### config.mk
export PLATFORM = sky130hd
export DESIGN_NAME = config_word_decode
export DESIGN_NICKNAME = d
export VERILOG_FILES = /design/src/rtl/cfg_pkg.sv /design/src/rtl/cfg_word_reg.sv /design/src/rtl/config_word_decode.sv
export SDC_FILE = /design/constraint.sdc
export NUM_CORES = 1
export LEC_CHECK = 0
export ABC_AREA = 1
export BUFFER_PORTS_ARGS = -buffer_cell sky130_fd_sc_hd__buf_2
export CAP_MARGIN = 40
export CORE_ASPECT_RATIO = 1.5
export CORE_UTILIZATION = 44
export CTS_CLUSTER_SIZE = 14
export DETAILED_ROUTE_END_ITERATION = 7
export GPL_TIMING_DRIVEN = 0
export PLACE_DENSITY = 0.77
export SYNTH_ARGS = -nofsm -noshare
export SYNTH_HDL_FRONTEND = slang
export SYNTH_HIERARCHICAL = 1
export SYNTH_SLANG_ARGS = --single-unit
### constraint.sdc
create_clock -name core_clk_i -period 0.98 [get_ports core_clk_i]
set_clock_uncertainty 0.05 [all_clocks]
set_input_delay 0.147 -clock core_clk_i [delete_from_list [all_inputs] [get_ports core_clk_i]]
set_output_delay 0.147 -clock core_clk_i [all_outputs]
set_load 0.05 [all_outputs]
### src/rtl/cfg_pkg.sv
package cfg_pkg;

  // ***************************************************************
  // Word geometry
  // ***************************************************************
  localparam int unsigned WORD_W        = 24;
  localparam int unsigned NUM_WORDS     = 3;
  localparam int unsigned ADDR_W        = 2;
  localparam int unsigned PAGE_W        = 7;
  localparam int unsigned PAGE_WORDS    = 512;
  localparam int unsigned FLASH_ADDR_W  = 24;
  localparam logic [7:0]  UNIMPL_ONES   = 8'hff;
  localparam logic [23:0] ERASED_WORD   = 24'hffffff;

  // Word indices on the load and read ports
  localparam logic [1:0]  IDX_WORD_ONE   = 2'h0;
  localparam logic [1:0]  IDX_WORD_TWO   = 2'h1;
  localparam logic [1:0]  IDX_WORD_THREE = 2'h2;

  // ***************************************************************
  // Field positions, word one
  // ***************************************************************
  localparam int unsigned W1_PRESCALE_BIT = 4;
  localparam int unsigned W1_POSTSCALE_LO = 0;

  // ***************************************************************
  // Field positions, word two
  // ***************************************************************
  localparam int unsigned W2_TWO_SPEED_BIT  = 15;
  localparam int unsigned W2_BATT_BOR_BIT   = 14;
  localparam int unsigned W2_WDOG_MUX_BIT   = 13;
  localparam int unsigned W2_CMP_REF_BIT    = 12;
  localparam int unsigned W2_CONV_REF_BIT   = 11;
  localparam int unsigned W2_STARTUP_LO     = 8;
  localparam int unsigned W2_CLK_SW_LO      = 6;
  localparam int unsigned W2_OSC_OUT_BIT    = 5;
  localparam int unsigned W2_WDOG_CLK_LO    = 3;
  localparam int unsigned W2_PRI_OSC_LO     = 0;

  // ***************************************************************
  // Field positions, word three
  // ***************************************************************
  localparam int unsigned W3_END_PAGE_BIT   = 15;
  localparam int unsigned W3_CFG_PROT_BIT   = 14;
  localparam int unsigned W3_SEG_DIS_BIT    = 13;
  localparam int unsigned W3_BOR_BIT        = 12;
  localparam int unsigned W3_WIN_LO         = 9;
  localparam int unsigned W3_SECONDARY_OSC_BIT       = 8;
  localparam int unsigned W3_BOUNDARY_LO    = 0;

  // ***************************************************************
  // Decoded enumerations
  // ***************************************************************
  typedef enum logic [2:0] {
    OSC_FAST_RC, OSC_FAST_RC_DIV_PLL, OSC_PRIMARY, OSC_PRIMARY_PLL,
    OSC_SECONDARY, OSC_LOW_POWER_RC, OSC_RESERVED, OSC_FAST_RC_DIV
  } startup_osc_t;

  typedef enum logic [1:0] {
    PRI_EXTERNAL_CLOCK, PRI_STANDARD_CRYSTAL, PRI_HIGH_SPEED_CRYSTAL, PRI_DISABLED
  } primary_osc_t;

  typedef enum logic [1:0] {
    WCLK_SYSTEM, WCLK_SECONDARY, WCLK_FAST_RC_31K, WCLK_LOW_POWER_RC
  } wdog_clk_src_t;

  typedef enum logic [1:0] {
    WIN_75_PCT, WIN_50_PCT, WIN_37_5_PCT, WIN_25_PCT
  } wdog_window_t;

  // Prescaler shift amounts: 1:32 and 1:128
  localparam logic [3:0] PRESCALE_LOG2_LO = 4'h5;
  localparam logic [3:0] PRESCALE_LOG2_HI = 4'h7;

  // ***************************************************************
  // Carriers
  // ***************************************************************
  typedef struct packed {
    logic [3:0]    prescale_log2;
    logic [3:0]    postscale_log2;
    wdog_clk_src_t clk_src;
    wdog_window_t  window;
  } wdog_cfg_t;

  typedef struct packed {
    startup_osc_t  startup;
    primary_osc_t  primary;
    logic          two_speed_en;
    logic          switch_en;
    logic          monitor_en;
    logic          clock_out_en;
    logic          secondary_osc_crystal;
  } clock_cfg_t;

  typedef struct packed {
    logic          seg_enable;
    logic [FLASH_ADDR_W-1:0] seg_lo_addr;
    logic [FLASH_ADDR_W-1:0] seg_hi_addr;
    logic          cfg_page_prot;
  } protect_cfg_t;

  typedef struct packed {
    logic          brownout_en;
    logic          battery_brownout_en;
    logic          cmp_dac_ref_alt_loc;
    logic          conv_ref_alt_loc;
  } misc_cfg_t;

endpackage

### src/rtl/cfg_word_reg.sv
// ***************************************************************
// One configuration word: captured on every load, held until the next load or reset
// ***************************************************************
module cfg_word_reg #(
  parameter int unsigned WIDTH = 16
) (
  // Clock and reset
  input  wire logic             core_clk_i,
  input  wire logic             rstn_i,
  // Load
  input  wire logic             load_i,
  input  wire logic [WIDTH-1:0] data_i,
  // Held value
  output logic      [WIDTH-1:0] word_o
);

  typedef struct packed {
    logic [WIDTH-1:0] word;
  } state_t;

  state_t state_reg;
  state_t state_next;

  // Next state: capture only on load
  always_comb begin
    state_next = state_reg;
    if (load_i) begin
      state_next.word = data_i;
    end
  end

  // Erased value (all ones) until loaded
  always_ff @(posedge core_clk_i or negedge rstn_i) begin
    if (!rstn_i) begin
      state_reg <= '{word: '1};
    end else begin
      state_reg <= state_next;
    end
  end

  assign word_o = state_reg.word;

endmodule // cfg_word_reg

### src/rtl/config_word_decode.sv
// Function
// - Prescale bit: 1 gives 1:128, 0 gives 1:32
// - Postscaler ratio is two to field value
// - Bits 23..16 of each word read ones
// - Switchover bit enables two-speed start-up
// - Mux bit 0 forces low-power RC watchdog clock
// - Mux on: 2-bit field picks watchdog clock
// - Code 10: fast RC when windowed, awake and system clock not low-power RC, else LOW_POWER_RC_OSC
// - Reference location bits pick alternate pins
// - Decode 3-bit start-up oscillator selection
// - Clock switching and monitor field decode
// - Clock-out pin only in modes 11/00
// - Decode 2-bit primary oscillator mode
// - End-page bit picks top or bottom segment
// - Config-page bit 0 protects last page while the disable bit is 0
// - Disable bit turns segment protection off
// - Word three bit 12 enables brown-out reset
// - Window field selects 25 to 75 percent
// - Bit 8 picks crystal or digital clock
// - Config page always protected in listed cases
// - Reload all words on every reset
// - Programmed bits read zero, erased read one
// - Boundary pages are 512 instruction words
module config_word_decode #(
  parameter int unsigned FLASH_PAGES = 128
) (
  // Clock and reset
  input  wire logic                          core_clk_i,
  input  wire logic                          rstn_i,
  // Word load from flash after reset
  input  wire logic                          load_valid_i,
  input  wire logic [1:0]                    load_idx_i,
  input  wire logic [cfg_pkg::WORD_W-1:0]    load_data_i,
  output logic                               load_ready_o,
  output logic                               load_done_o,
  // Configuration read port
  input  wire logic [1:0]                    rd_idx_i,
  output logic [cfg_pkg::WORD_W-1:0]         rd_data_o,
  // Run-time device state
  input  wire logic                          sleep_i,
  input  wire logic                          deep_sleep_i,
  input  wire logic                          sys_clk_is_low_power_rc_osc_i,
  input  wire logic                          wdog_windowed_i,
  // Decoded settings
  output cfg_pkg::wdog_cfg_t                 wdog_cfg_o,
  output cfg_pkg::clock_cfg_t                clock_cfg_o,
  output cfg_pkg::protect_cfg_t              protect_cfg_o,
  output cfg_pkg::misc_cfg_t                 misc_cfg_o,
  output logic                               brownout_active_o
);

  // ***************************************************************
  // Elaboration checks
  // ***************************************************************
  localparam int unsigned MAX_PAGES = 1 << cfg_pkg::PAGE_W;

  initial begin
    if (FLASH_PAGES < 2 || FLASH_PAGES > MAX_PAGES) begin
      $error("FLASH_PAGES out of range");
    end
  end

  localparam logic [cfg_pkg::PAGE_W-1:0] LAST_PAGE =
    cfg_pkg::PAGE_W'(FLASH_PAGES - 1);
  localparam int unsigned PAGE_SHIFT = $clog2(cfg_pkg::PAGE_WORDS);

  // ***************************************************************
  // Load sequencing
  // ***************************************************************
  typedef enum logic [1:0] {ST_LOAD, ST_HOLD, ST_ERR} load_state_t;

  typedef struct packed {
    load_state_t                     state;
    logic [cfg_pkg::NUM_WORDS-1:0]   seen;
  } state_t;

  state_t state_reg;
  state_t state_next;

  logic [cfg_pkg::NUM_WORDS-1:0] load_en;
  logic [cfg_pkg::WORD_W-1:0]    word [cfg_pkg::NUM_WORDS];

  // Next state: collect words, last load of an index wins, until all three seen, then freeze
  always_comb begin
    state_next = state_reg;
    load_en    = '0;
    case (state_reg.state)
      ST_LOAD: begin
        if (load_valid_i && (load_idx_i < 2'(cfg_pkg::NUM_WORDS))) begin
          load_en[load_idx_i]        = 1'b1;
          state_next.seen[load_idx_i] = 1'b1;
        end
        if (&state_next.seen) begin
          state_next.state = ST_HOLD;
        end
      end
      ST_HOLD: begin
        state_next = state_reg;
      end
      default: begin
        state_next.state = ST_HOLD;
      end
    endcase
  end

  // State register: every reset returns to loading
  always_ff @(posedge core_clk_i or negedge rstn_i) begin
    if (!rstn_i) begin
      state_reg <= '{state: ST_LOAD, seen: '0};
    end else begin
      state_reg <= state_next;
    end
  end

  assign load_ready_o = (state_reg.state == ST_LOAD);
  assign load_done_o  = (state_reg.state == ST_HOLD);

  // ***************************************************************
  // Word storage, lower 16 bits only
  // ***************************************************************
  for (genvar g = 0; g < cfg_pkg::NUM_WORDS; g++) begin : g_word
    logic [15:0] held;
    cfg_word_reg #(
      .WIDTH (16)
    ) u_word (
      .core_clk_i (core_clk_i),
      .rstn_i     (rstn_i),
      .load_i     (load_en[g]),
      .data_i     (load_data_i[15:0]),
      .word_o     (held)
    );
    // Erased bits read one, programmed read zero
    assign word[g] = {cfg_pkg::UNIMPL_ONES, held};
  end

  // Read mux; unknown index reads as erased
  always_comb begin
    rd_data_o = cfg_pkg::ERASED_WORD;
    if (rd_idx_i < 2'(cfg_pkg::NUM_WORDS)) begin
      rd_data_o = word[rd_idx_i];
    end
  end

  // ***************************************************************
  // Field extraction
  // ***************************************************************
  logic [cfg_pkg::WORD_W-1:0] w1;
  logic [cfg_pkg::WORD_W-1:0] w2;
  logic [cfg_pkg::WORD_W-1:0] w3;

  assign w1 = word[cfg_pkg::IDX_WORD_ONE];
  assign w2 = word[cfg_pkg::IDX_WORD_TWO];
  assign w3 = word[cfg_pkg::IDX_WORD_THREE];

  logic                       wdog_prescale_sel;
  logic [3:0]                 wdog_postscale_sel;
  logic                       two_speed_startup_en;
  logic                       battery_brownout_en;
  logic                       wdog_clock_mux_en;
  logic                       cmp_dac_ref_alt_loc;
  logic                       conv_ref_alt_loc;
  logic [2:0]                 startup_osc_sel;
  logic [1:0]                 clock_switch_monitor_cfg;
  logic                       osc_out_pin_func;
  logic [1:0]                 wdog_clock_sel;
  logic [1:0]                 primary_osc_mode;
  logic                       protect_end_page_sel;
  logic                       config_page_protect;
  logic                       segment_protect_disable;
  logic                       brownout_reset_en;
  logic [1:0]                 wdog_window_width;
  logic                       secondary_osc_mode_sel;
  logic [cfg_pkg::PAGE_W-1:0] protect_boundary_page;

  // Word one tail
  assign wdog_prescale_sel  = w1[cfg_pkg::W1_PRESCALE_BIT];
  assign wdog_postscale_sel = w1[cfg_pkg::W1_POSTSCALE_LO +: 4];

  // Word two fields
  assign two_speed_startup_en     = w2[cfg_pkg::W2_TWO_SPEED_BIT];
  assign battery_brownout_en      = w2[cfg_pkg::W2_BATT_BOR_BIT];
  assign wdog_clock_mux_en        = w2[cfg_pkg::W2_WDOG_MUX_BIT];
  assign cmp_dac_ref_alt_loc      = w2[cfg_pkg::W2_CMP_REF_BIT];
  assign conv_ref_alt_loc         = w2[cfg_pkg::W2_CONV_REF_BIT];
  assign startup_osc_sel          = w2[cfg_pkg::W2_STARTUP_LO +: 3];
  assign clock_switch_monitor_cfg = w2[cfg_pkg::W2_CLK_SW_LO +: 2];
  assign osc_out_pin_func         = w2[cfg_pkg::W2_OSC_OUT_BIT];
  assign wdog_clock_sel           = w2[cfg_pkg::W2_WDOG_CLK_LO +: 2];
  assign primary_osc_mode         = w2[cfg_pkg::W2_PRI_OSC_LO +: 2];

  // Word three fields
  assign protect_end_page_sel    = w3[cfg_pkg::W3_END_PAGE_BIT];
  assign config_page_protect     = w3[cfg_pkg::W3_CFG_PROT_BIT];
  assign segment_protect_disable = w3[cfg_pkg::W3_SEG_DIS_BIT];
  assign brownout_reset_en       = w3[cfg_pkg::W3_BOR_BIT];
  assign wdog_window_width       = w3[cfg_pkg::W3_WIN_LO +: 2];
  assign secondary_osc_mode_sel  = w3[cfg_pkg::W3_SECONDARY_OSC_BIT];
  assign protect_boundary_page   = w3[cfg_pkg::W3_BOUNDARY_LO +: cfg_pkg::PAGE_W];

  // ***************************************************************
  // Watchdog decode
  // ***************************************************************
  cfg_pkg::wdog_clk_src_t wdog_clk_src;

  // Clock source with sleep and window dependence
  always_comb begin
    wdog_clk_src = cfg_pkg::WCLK_LOW_POWER_RC;
    if (wdog_clock_mux_en) begin
      case (wdog_clock_sel)
        2'h3: wdog_clk_src = cfg_pkg::WCLK_LOW_POWER_RC;
        2'h2: begin
          if (wdog_windowed_i && !sys_clk_is_low_power_rc_osc_i && !sleep_i) begin
            wdog_clk_src = cfg_pkg::WCLK_FAST_RC_31K;
          end else begin
            wdog_clk_src = cfg_pkg::WCLK_LOW_POWER_RC;
          end
        end
        2'h1: wdog_clk_src = cfg_pkg::WCLK_SECONDARY;
        2'h0: begin
          wdog_clk_src = sleep_i ? cfg_pkg::WCLK_LOW_POWER_RC
                                 : cfg_pkg::WCLK_SYSTEM;
        end
        default: wdog_clk_src = cfg_pkg::WCLK_LOW_POWER_RC;
      endcase
    end
  end

  // Ratios as power-of-two exponents
  always_comb begin
    wdog_cfg_o.prescale_log2  = wdog_prescale_sel ? cfg_pkg::PRESCALE_LOG2_HI
                                                  : cfg_pkg::PRESCALE_LOG2_LO;
    wdog_cfg_o.postscale_log2 = wdog_postscale_sel;
    wdog_cfg_o.clk_src        = wdog_clk_src;
    wdog_cfg_o.window         = cfg_pkg::wdog_window_t'(wdog_window_width);
  end

  // ***************************************************************
  // Clock decode
  // ***************************************************************
  always_comb begin
    clock_cfg_o.startup      = cfg_pkg::startup_osc_t'(startup_osc_sel);
    clock_cfg_o.primary      = cfg_pkg::primary_osc_t'(primary_osc_mode);
    clock_cfg_o.two_speed_en = two_speed_startup_en;
    clock_cfg_o.switch_en    = !clock_switch_monitor_cfg[1];
    clock_cfg_o.monitor_en   = (clock_switch_monitor_cfg == 2'h0);
    clock_cfg_o.clock_out_en = osc_out_pin_func &&
                               ((primary_osc_mode == 2'h3) ||
                                (primary_osc_mode == 2'h0));
    clock_cfg_o.secondary_osc_crystal = secondary_osc_mode_sel;
  end

  // ***************************************************************
  // Write protection decode
  // ***************************************************************
  logic [cfg_pkg::FLASH_ADDR_W-1:0] boundary_addr;
  logic [cfg_pkg::FLASH_ADDR_W-1:0] last_page_addr;
  logic                             boundary_is_cfg;

  // Page number to instruction-word address
  assign boundary_addr  = cfg_pkg::FLASH_ADDR_W'(protect_boundary_page) << PAGE_SHIFT;
  assign last_page_addr = cfg_pkg::FLASH_ADDR_W'(LAST_PAGE) << PAGE_SHIFT;
  assign boundary_is_cfg = (protect_boundary_page == LAST_PAGE);

  always_comb begin
    protect_cfg_o.seg_enable = !segment_protect_disable;
    if (protect_end_page_sel) begin
      protect_cfg_o.seg_lo_addr = boundary_addr;
      protect_cfg_o.seg_hi_addr = last_page_addr | cfg_pkg::FLASH_ADDR_W'(cfg_pkg::PAGE_WORDS - 1);
    end else begin
      protect_cfg_o.seg_lo_addr = '0;
      protect_cfg_o.seg_hi_addr = boundary_addr | cfg_pkg::FLASH_ADDR_W'(cfg_pkg::PAGE_WORDS - 1);
    end
    protect_cfg_o.cfg_page_prot = (!config_page_protect && !segment_protect_disable)
                                  || protect_end_page_sel || boundary_is_cfg;
  end

  // ***************************************************************
  // Brown-out and reference placement
  // ***************************************************************
  always_comb begin
    misc_cfg_o.brownout_en         = brownout_reset_en;
    misc_cfg_o.battery_brownout_en = battery_brownout_en;
    misc_cfg_o.cmp_dac_ref_alt_loc = cmp_dac_ref_alt_loc;
    misc_cfg_o.conv_ref_alt_loc    = conv_ref_alt_loc;
  end

  // Brown-out reset armed outside deep sleep
  assign brownout_active_o = brownout_reset_en && !deep_sleep_i;

endmodule // config_word_decode
Word-level counts from Yosys, hierarchy flattened
Cells that the tools add are included.
{"block": "totals", "latch_bits": 0, "input_bits": 35, "memories": 0, "mem_bits_ro": 0, "ff_bits": 53, "mem_bits_rw": 0, "word_cells": 60}
{"block": "op_classes", "n_mux": 18, "n_shift": 0, "mul": 0, "bitwise": 3, "n_eq_ne": 7, "n_lt_le_gt_ge": 5, "n_addsub": 0, "n_reduce_logical": 22, "div_mod_pow": 0}
{"operator": "two-way mux 24 bit", "count": 3}
{"operator": "binary-select mux 24 bit (select 2 bit)", "count": 1}
{"operator": "two-way mux 40 bit", "count": 1}
{"operator": "two-way mux 3 bit", "count": 4}
{"operator": "logical NOT 2 bit", "count": 4}
{"operator": "two-way mux 2 bit", "count": 4}
{"operator": "case mux 2 bit (4 select lines)", "count": 1}
{"operator": "equality test 7 bit, second input constant", "count": 1}
{"operator": "logical AND 1 bit", "count": 7}
{"operator": "equality test 2 bit, second input constant", "count": 3}
{"operator": "logical NOT 1 bit", "count": 6}
{"operator": "equality test 2 x 1 -> 1 bit, second input constant", "count": 2}
{"operator": "less-than comparator 2 bit, second input constant", "count": 2}
{"operator": "case mux 2 bit (2 select lines)", "count": 1}
{"operator": "greater-or-equal comparator 3 bit, second input constant", "count": 1}
{"operator": "logical OR 1 bit", "count": 3}
{"operator": "less-than comparator 2 x 3 -> 1 bit, second input constant", "count": 1}
{"operator": "inverter 2 -> 3 bit", "count": 1}
{"operator": "bitwise OR 3 bit", "count": 1}
{"operator": "AND reduction 3 bit", "count": 1}
{"operator": "demux 1 bit (select 2 bit)", "count": 1}
{"operator": "greater-or-equal comparator 2 x 1 -> 1 bit, second input constant", "count": 1}
{"operator": "two-way mux 1 bit", "count": 2}
{"operator": "!= test 2 x 1 -> 1 bit, second input constant", "count": 1}
{"operator": "other kinds (2)", "count": 2}

Longest topological paths before layout
Gate-level depths: netlist of the first run.
{"block": "depth", "depth_word": 10, "depth_mapped": 8, "ltp_nobuf": 6}

By module
Netlist of the first run, hierarchy kept.
{"mod": "cfg_word_reg", "instances": 3, "seq_area_each_um2": 420.4, "cells_each": 68, "area_each_um2": 664.4}
{"mod": "config_word_decode", "instances": 1, "seq_area_each_um2": 100.1, "cells_each": 188, "area_each_um2": 1297.5}

Worst setup path before layout of the first run
OpenSTA, ideal clock, no wires.
{"block": "synth_timing", "path_type": "flip-flop to output port", "startpoint": "reg g_word[2].u_word.state_reg, in the netlist g_word[2].u_word/word_o[4]", "endpoint": "out protect_cfg_o[0] (netlist name)", "required_time_ns": 0.783, "n_path_buf": 0, "arrival_ns": 1.728, "path_stages_with_launch": 3, "path_slack_ns": -0.945, "path_cell_list": "dfstp_2 nand3_1 o21ai_0"}
{"element": "start, declared", "line_no": "cfg_word_reg.sv:21", "rtl": "state_t state_reg;"}
{"element": "start signal, assigned", "line_no": "cfg_word_reg.sv:35", "rtl": "state_reg <= '{word: '1};"}
{"element": "start signal, assigned", "line_no": "cfg_word_reg.sv:37", "rtl": "state_reg <= state_next;"}
{"element": "end, declared", "line_no": "config_word_decode.sv:47", "rtl": "output cfg_pkg::protect_cfg_t protect_cfg_o,"}

==> results of run 1 <==
worst min-delay path: stages:
cell and delay (ns):
buf_2 0.11, nand2_1 0.06, nand2_1 0.05
worst paths after layout:
| check | start | to | cells after the start |
|---|---|---|---|
| worst max-delay path | g_word[2].u_word/word_o[4] | protect_cfg_o[0] | 3 |
| worst min-delay path | load_data_i[9] | g_word[2].u_word/word_o[9] | 3 |
| worst max register to register | state_reg[3] | g_word[2].u_word/word_o[6] | 7 |
| worst min register to register | state_reg[1] | state_reg[1] | 2 |
| max in group asynchronous | rstn_i | state_reg[3] | 2 |
| min in group asynchronous | rstn_i | g_word[1].u_word/word_o[0] | 1 |
timing repair:
| item | in CTS | in global routing |
|---|---|---|
| pin swaps | 45 | 13 |
| endpoints found under the setup margin | 106 | 109 |
| buffers inserted | 51 | 34 |
| hold endpoints to repair | 10 | 0 |
| gates cloned | 6 | 0 |
| hold buffers | 5 | 0 |
| resized for setup | 218 | 71 |
power by group:
part | internal (mW) | switching [mW] | leakage [nW] | total (mW)
Combinational | 0.708 | 1.27 | 2.45 | 1.98
Clock | 0.576 | 0.757 | 0.0445 | 1.33
Sequential | 2.25 | 0.0711 | 0.534 | 2.32
cell type report:
class / instances / area [um2]
fillers: 338 / 957
well taps: 100 / 125
inverters: 25 / 166
clock inverters: 1 / 7.51
repair buffers: 174 / 1910
multi-input cells: 295 / 2020
plain buffers: 61 / 589
clock buffers: 7 / 86.3
flip-flops and latches: 52 / 1370
routing by layer:
layer / routed length (um) / vias to the layer above
met5: 0 / -
met4: 843 / 0
met3: 904 / 67
met2: 7320 / 243
met1: 4790 / 1759
li1: - / 1568
through the flow:
step,instance area (um2),setup TNS (ns)
2_1_floorplan,3860,-17.76
3_3_place_gp,4390,-20.44
3_5_place_dp,4410,-19.78
4_1_cts,5810,-41.70
5_1_grt,6270,-47.81
6_report,6270,-44.24
placed cells by master, fill, tap and decap left out, types with 7 or more instances in the layout:
| cell | instances |
|---|---|
| buf_4 | 93 |
| inv_1 | 7 |
| nor3_2 | 11 |
| or2_4 | 7 |
| buf_2 | 24 |
| nand2_2 | 57 |
| nand2_4 | 24 |
| buf_6 | 52 |
| a21oi_4 | 19 |
| nand2_1 | 91 |
| conb_1 | 45 |
| buf_8 | 45 |
| clkinvlp_4 | 9 |
| a21oi_2 | 14 |
| dfstp_2 | 46 |
| buf_12 | 10 |
cell families after synthesis:
| kind of cell | Yosys count | share of synthesized area (%) |
|---|---|---|
| AND/OR/NAND/NOR | 210 | 29.0 |
| AO/OA/AOI/OAI | 40 | 7.68 |
| other | 2 | 0.228 |
| buffers and inverters | 88 | 21.7 |
| flip-flops | 52 | 41.4 |
==> impl_metrics.env, run 1 <==
export IMPL_tritoncts="done"
export IMPL_powerDensity_nw_per_um2=898
export IMPL_hold_class="in2reg"
export IMPL_drive_above_1_share_pct=73.8
export IMPL_path_delay_family="flip-flops"
export IMPL_worstSetupPathType="reg2out"
export IMPL_fmax_ghz=0.603
export IMPL_violations="negative hold slack, negative setup slack"
export IMPL_r2r_slack_ns=-0.42
export IMPL_rsz0062_at_grt="true"
export IMPL_final_util_pct=86.8
export IMPL_startpoint_type="register"
export IMPL_die_h_um=108
export IMPL_gp_congestion=0.840
export IMPL_grt_pass1_wl_um=17100
export IMPL_final_cell_count_no_fill=715
export IMPL_path_max_fanout=5
export IMPL_fp_dieW_um=72.6
export IMPL_area_growth_pct=90.5
export IMPL_cpPeakStageDelay_ns=0.61
export IMPL_worst_path_buf_inv=1
export IMPL_power_mw=5.63
export IMPL_ys_warn_count=6
export IMPL_cp_required_ns=0.78
export IMPL_synth_cells=392
export IMPL_synth_edf_count=0
export IMPL_largest_reg_flops=48
export IMPL_grt_overflow_total=0
export IMPL_routedWlPerCell_um=19.4
export IMPL_ys_seq_area_share_pct=41.4
export IMPL_yosysMostFrequentCell="nand2_1"
export IMPL_netlist_area_um2=3290
export IMPL_firstDrtPassIters=5
export IMPL_via_per_inst=5.09
export IMPL_root_buffer="clkbuf_8"
export IMPL_dp_cells=618
export IMPL_holdWs_ns=-0.0000275
export IMPL_yosys_top_cells_area="dfstp_2 (38%), nand2_1 (18%), buf_4 (10%), nor3_2 (4.9%), a21oi_2 (3.7%)"
export IMPL_htreeDepth=2
export IMPL_async_reset_ff_share_pct=100
export IMPL_clkSinkCount=52
export IMPL_netlist_area_leader_share_pct=38.3
export IMPL_dp_slack_ns=-0.403
export IMPL_grt_use_met2_pct=53.4
export IMPL_status="finished, violations left"
export IMPL_grt_max_degree=33
export IMPL_min_period_ns=1.66
export IMPL_finalSetupViolations=109
export IMPL_leakage_nw=3.03
export IMPL_top_usage_layer="met2"
export IMPL_port_buffers=82
export IMPL_maxCapViolations=0
export IMPL_crit_arrival_ns=1.46
export IMPL_ys_ff_latch=52
export IMPL_fin_crit_sh_pct=169
export IMPL_post_dp_hpwl_um=6200
export IMPL_syn_avg_cell_area_um2=8.39
export IMPL_cts_made_buffers=5
export IMPL_hold_viol_final=1
export IMPL_worst_slack_ns=-0.678
export IMPL_ioPinCount=138
export IMPL_drtIter0Drc=315
export IMPL_grt_pass1_vias=3362
export IMPL_cp_cell_sequence="nand3_1 > o21ai_2 > buf_6"
export IMPL_core_um2=7230
export IMPL_vdd_drop_max_uv=837
export IMPL_slew_viol_final=0
export IMPL_yosysTopAreaCell="dfstp_2"
export IMPL_insertion_delay_ns=0.31
export IMPL_synthTopCellsByCount="nand2_1 (157), dfstp_2 (48), buf_4 (46), inv_1 (20), a21oi_1 (19)"
export IMPL_ys_flop_type="dfstp_2"
export IMPL_wl_um=13900
export IMPL_clk_path_buf_depth=2
export IMPL_fp_row_count=38
export IMPL_post_synth_num_cell_types=21
export IMPL_vias=3637
export IMPL_drc=0
export IMPL_die_area_um2=7840
export IMPL_grt_use_total_pct=29.4
export IMPL_fin_nets=649
export IMPL_clkTransAtPathRegs_ns=0.10
export IMPL_antenna_found_initial=0
export IMPL_n_antenna_cell=0
export IMPL_grt_use_met1_pct=32.0
export IMPL_initial_utilization_pct=45.5
export IMPL_cpMaxStageDelayCell="dfstp_2"
export IMPL_final_antenna_net_count=0
export IMPL_setup_worst_path_end_class="output pin"
export IMPL_use_met3_pct=3.93
No activity file was read; power rests on OpenSTA's default activity.
==> inputs of run 2 (changes only) <==
- ABC_AREA: 1 -> 0
- CORE_UTILIZATION: 44 -> 43
==> run 2 against run 1 <==
Net effect: the run still ends with negative hold slack, negative setup slack left; via count decreased by 35%; largest cell class unchanged; final cell count decreased by 28%; critical path depth increased by 1; power increased by 120%; routed wire length decreased by 38%; hold slack got worse by 0.062 ns; global-route usage decreased by 7.3 points; count of clock-buffer cells in the layout unchanged; synthesized cell count decreased by 39%; clock power about the same; first-iteration DRC count decreased by 69%.
==> impl_metrics.env, run 2 <==
export IMPL_status="finished, violations left"
export IMPL_violations="negative hold slack, negative setup slack"
export IMPL_post_dp_hpwl_um=4920
export IMPL_fin_crit_sh_pct=160
export IMPL_clk_path_buf_depth=2
export IMPL_drtIter0Drc=97
export IMPL_initial_utilization_pct=45.0
export IMPL_yosysTopAreaCell="dfstp_2"
export IMPL_power_mw=12.6
export IMPL_synthTopCellsByCount="dfstp_2 (48), buf_4 (45), mux2_4 (40), mux2_2 (24), o22a_1 (16)"
export IMPL_core_um2=6990
export IMPL_wl_um=8540
export IMPL_worstSetupPathType="reg2out"
export IMPL_port_buffers=82
export IMPL_combPwrFrac_pct=59.9
export IMPL_startpoint_type="register"
export IMPL_rsz0062_at_grt="true"
export IMPL_min_period_ns=1.57
export IMPL_drive_above_1_share_pct=84.2
export IMPL_cp_required_ns=0.78
export IMPL_clkTransAtPathRegs_ns=0.10
export IMPL_ioPinCount=138
export IMPL_cp_cell_sequence="buf_8 > nor2_1 > o21ai_2 > buf_6"
export IMPL_vdd_drop_max_uv=1430
export IMPL_drc=0
export IMPL_path_max_fanout=5
export IMPL_fp_row_count=37
export IMPL_ys_seq_area_share_pct=43.2
export IMPL_synth_edf_count=0
export IMPL_yosys_top_cells_area="dfstp_2 (40%), mux2_4 (19%), buf_4 (11%), mux2_2 (8.6%), o22a_1 (4.5%)"
export IMPL_worst_slack_ns=-0.591
export IMPL_ys_ff_latch=52
export IMPL_synth_cells=238
export IMPL_cpPeakStageDelay_ns=0.63
export IMPL_async_reset_ff_share_pct=100
export IMPL_hold_class="in2async"
export IMPL_finalSetupViolations=110
export IMPL_fin_nets=451
export IMPL_netlist_area_leader_share_pct=40.1
export IMPL_maxCapViolations=0
export IMPL_gp_congestion=0.752
export IMPL_die_area_um2=7670
export IMPL_via_per_inst=4.60
export IMPL_root_buffer="clkbuf_8"
export IMPL_ys_warn_count=6
export IMPL_fmax_ghz=0.637
export IMPL_area_growth_pct=71.9
export IMPL_clock_power_share_pct=10.4
export IMPL_cpMaxStageDelayCell="dfstp_2"
export IMPL_crit_arrival_ns=1.37
export IMPL_tritoncts="done"
export IMPL_n_antenna_cell=0
export IMPL_syn_avg_cell_area_um2=13.2
export IMPL_htreeDepth=2
export IMPL_path_delay_family="flip-flops"
export IMPL_fp_dieW_um=71.9
export IMPL_grt_max_degree=32
export IMPL_cts_hold_buffers=1
export IMPL_netlist_area_um2=3150
export IMPL_leakage_nw=2.52
export IMPL_layout_commonest_cell="mux2_4"
export IMPL_grt_use_total_pct=22.1
export IMPL_final_cell_mix="mux2_4 (64), buf_4 (63), buf_8 (54)"
export IMPL_clkSinkCount=52
export IMPL_cts_made_buffers=5
export IMPL_yosysMostFrequentCell="dfstp_2"
export IMPL_grt_overflow_total=0
export IMPL_setup_worst_path_end_class="output pin"
export IMPL_powerDensity_nw_per_um2=2320
export IMPL_insertion_delay_ns=0.30
export IMPL_firstDrtPassIters=4
export IMPL_swShare_pct=40.9
export IMPL_switchingPower_mw=5.15
export IMPL_p_int_mw=7.43
export IMPL_slew_viol_final=0
export IMPL_hold_viol_final=17
export IMPL_post_synth_num_cell_types=31
export IMPL_antenna_found_initial=0
export IMPL_power_frac_seq_pct=29.7
export IMPL_final_antenna_net_count=0
export IMPL_holdWs_ns=-0.0619
export IMPL_ys_flop_type="dfstp_2"
export IMPL_largest_reg_flops=48
export IMPL_grt_pass1_wl_um=12900
export IMPL_routedWlPerCell_um=16.6
export IMPL_grt_pass1_vias=2449
export IMPL_die_h_um=107
export IMPL_vias=2364
export IMPL_worst_path_buf_inv=2
-- run 2: power groups by stage --
stage	Sequential (mW)	Clock, mW	Combinational, mW
6_report	3.74	1.30	7.54
5_1_grt	3.81	1.43	7.80
4_1_cts	3.72	1.34	7.13
3_5_place_dp	3.73	0	5.30
3_3_place_gp	3.70	0	5.23
2_1_floorplan	4.31	0	3.79
-- run 2: kinds of logic (layout without fill, tap and decap cells) --
group	after synthesis	after routing	synth area share, %
mux	65	65	28.0
buf+inv	63	199	16.2
flops	52	52	43.2
simple gates	35	35	6.68
compound gates	20	20	5.37
other cells	2	45	0.239
xor+xnor	1	1	0.278
-- run 2: final timing paths --
check                                            start                           to  slack [ns]  depth (start not counted)
min in group core_clk_i                 load_data_i[4]   g_word[1].u_word/word_o[4]        0.05                          2
max reg2reg                               state_reg[3]   g_word[1].u_word/word_o[9]       -0.59                          5
min reg2reg                               state_reg[1]                 state_reg[1]        0.48                          1
max in group asynchronous                       rstn_i                 state_reg[3]        0.22                          2
max                        g_word[2].u_word/word_o[15]             protect_cfg_o[0]       -0.59                          4
min                                             rstn_i  g_word[2].u_word/word_o[15]       -0.06                          1
-- run 2: area by class of cell --
type	count	area, um2
buffer	57	505
clock buffer	7	86.3
clock inverter	1	7.51
fill	394	1580
inverter	5	21.3
multi-input combinational	166	1790
sequential	52	1360
tap	97	121
timing repair buffer	129	1520
-- run 2: per-stage QoR --
stage / TNS (ns) / area [um2] / setup slack (ns) / util [%] / cells
after floorplan: -33.62 / 3590 / -0.614 / - / 281
after global placement: -35.61 / 4120 / -0.557 / 59.0 / 460
after detailed placement: -34.96 / 4140 / -0.572 / 59.2 / 461
after CTS: -49.53 / 5280 / -0.582 / 75.5 / 501
after global routing: -54.57 / 5410 / -0.644 / 77.4 / 514
final: -50.49 / 5410 / -0.591 / 77.4 / 514
-- run 2: worst register-to-register path: stages, from the launching register on --
cell and delay (ns):
dfrtp_2 0.42, nand2b_4 0.18, nor3b_4 0.22, buf_6 0.19, buf_12 0.14, mux2_4 0.31
-- run 2: metal layers --
layer  GRT usage, %  share of wire (%)  vias up  wire [um]
met2           42.1                 57       81       4830
met3           4.04                4.5        9        386
met1           25.1                 38     1186       3240
li1               -                  -     1088          -
met5              0                  0        -          0
met4           4.90               0.94        0         80
-- run 2: timing repair --
item	in CTS	in global routing
setup endpoints to repair	110	111
gates resized for setup	203	23
pin swaps	8	4
cloned	4	0
buffers inserted	27	17
endpoints found under the hold margin	4	17
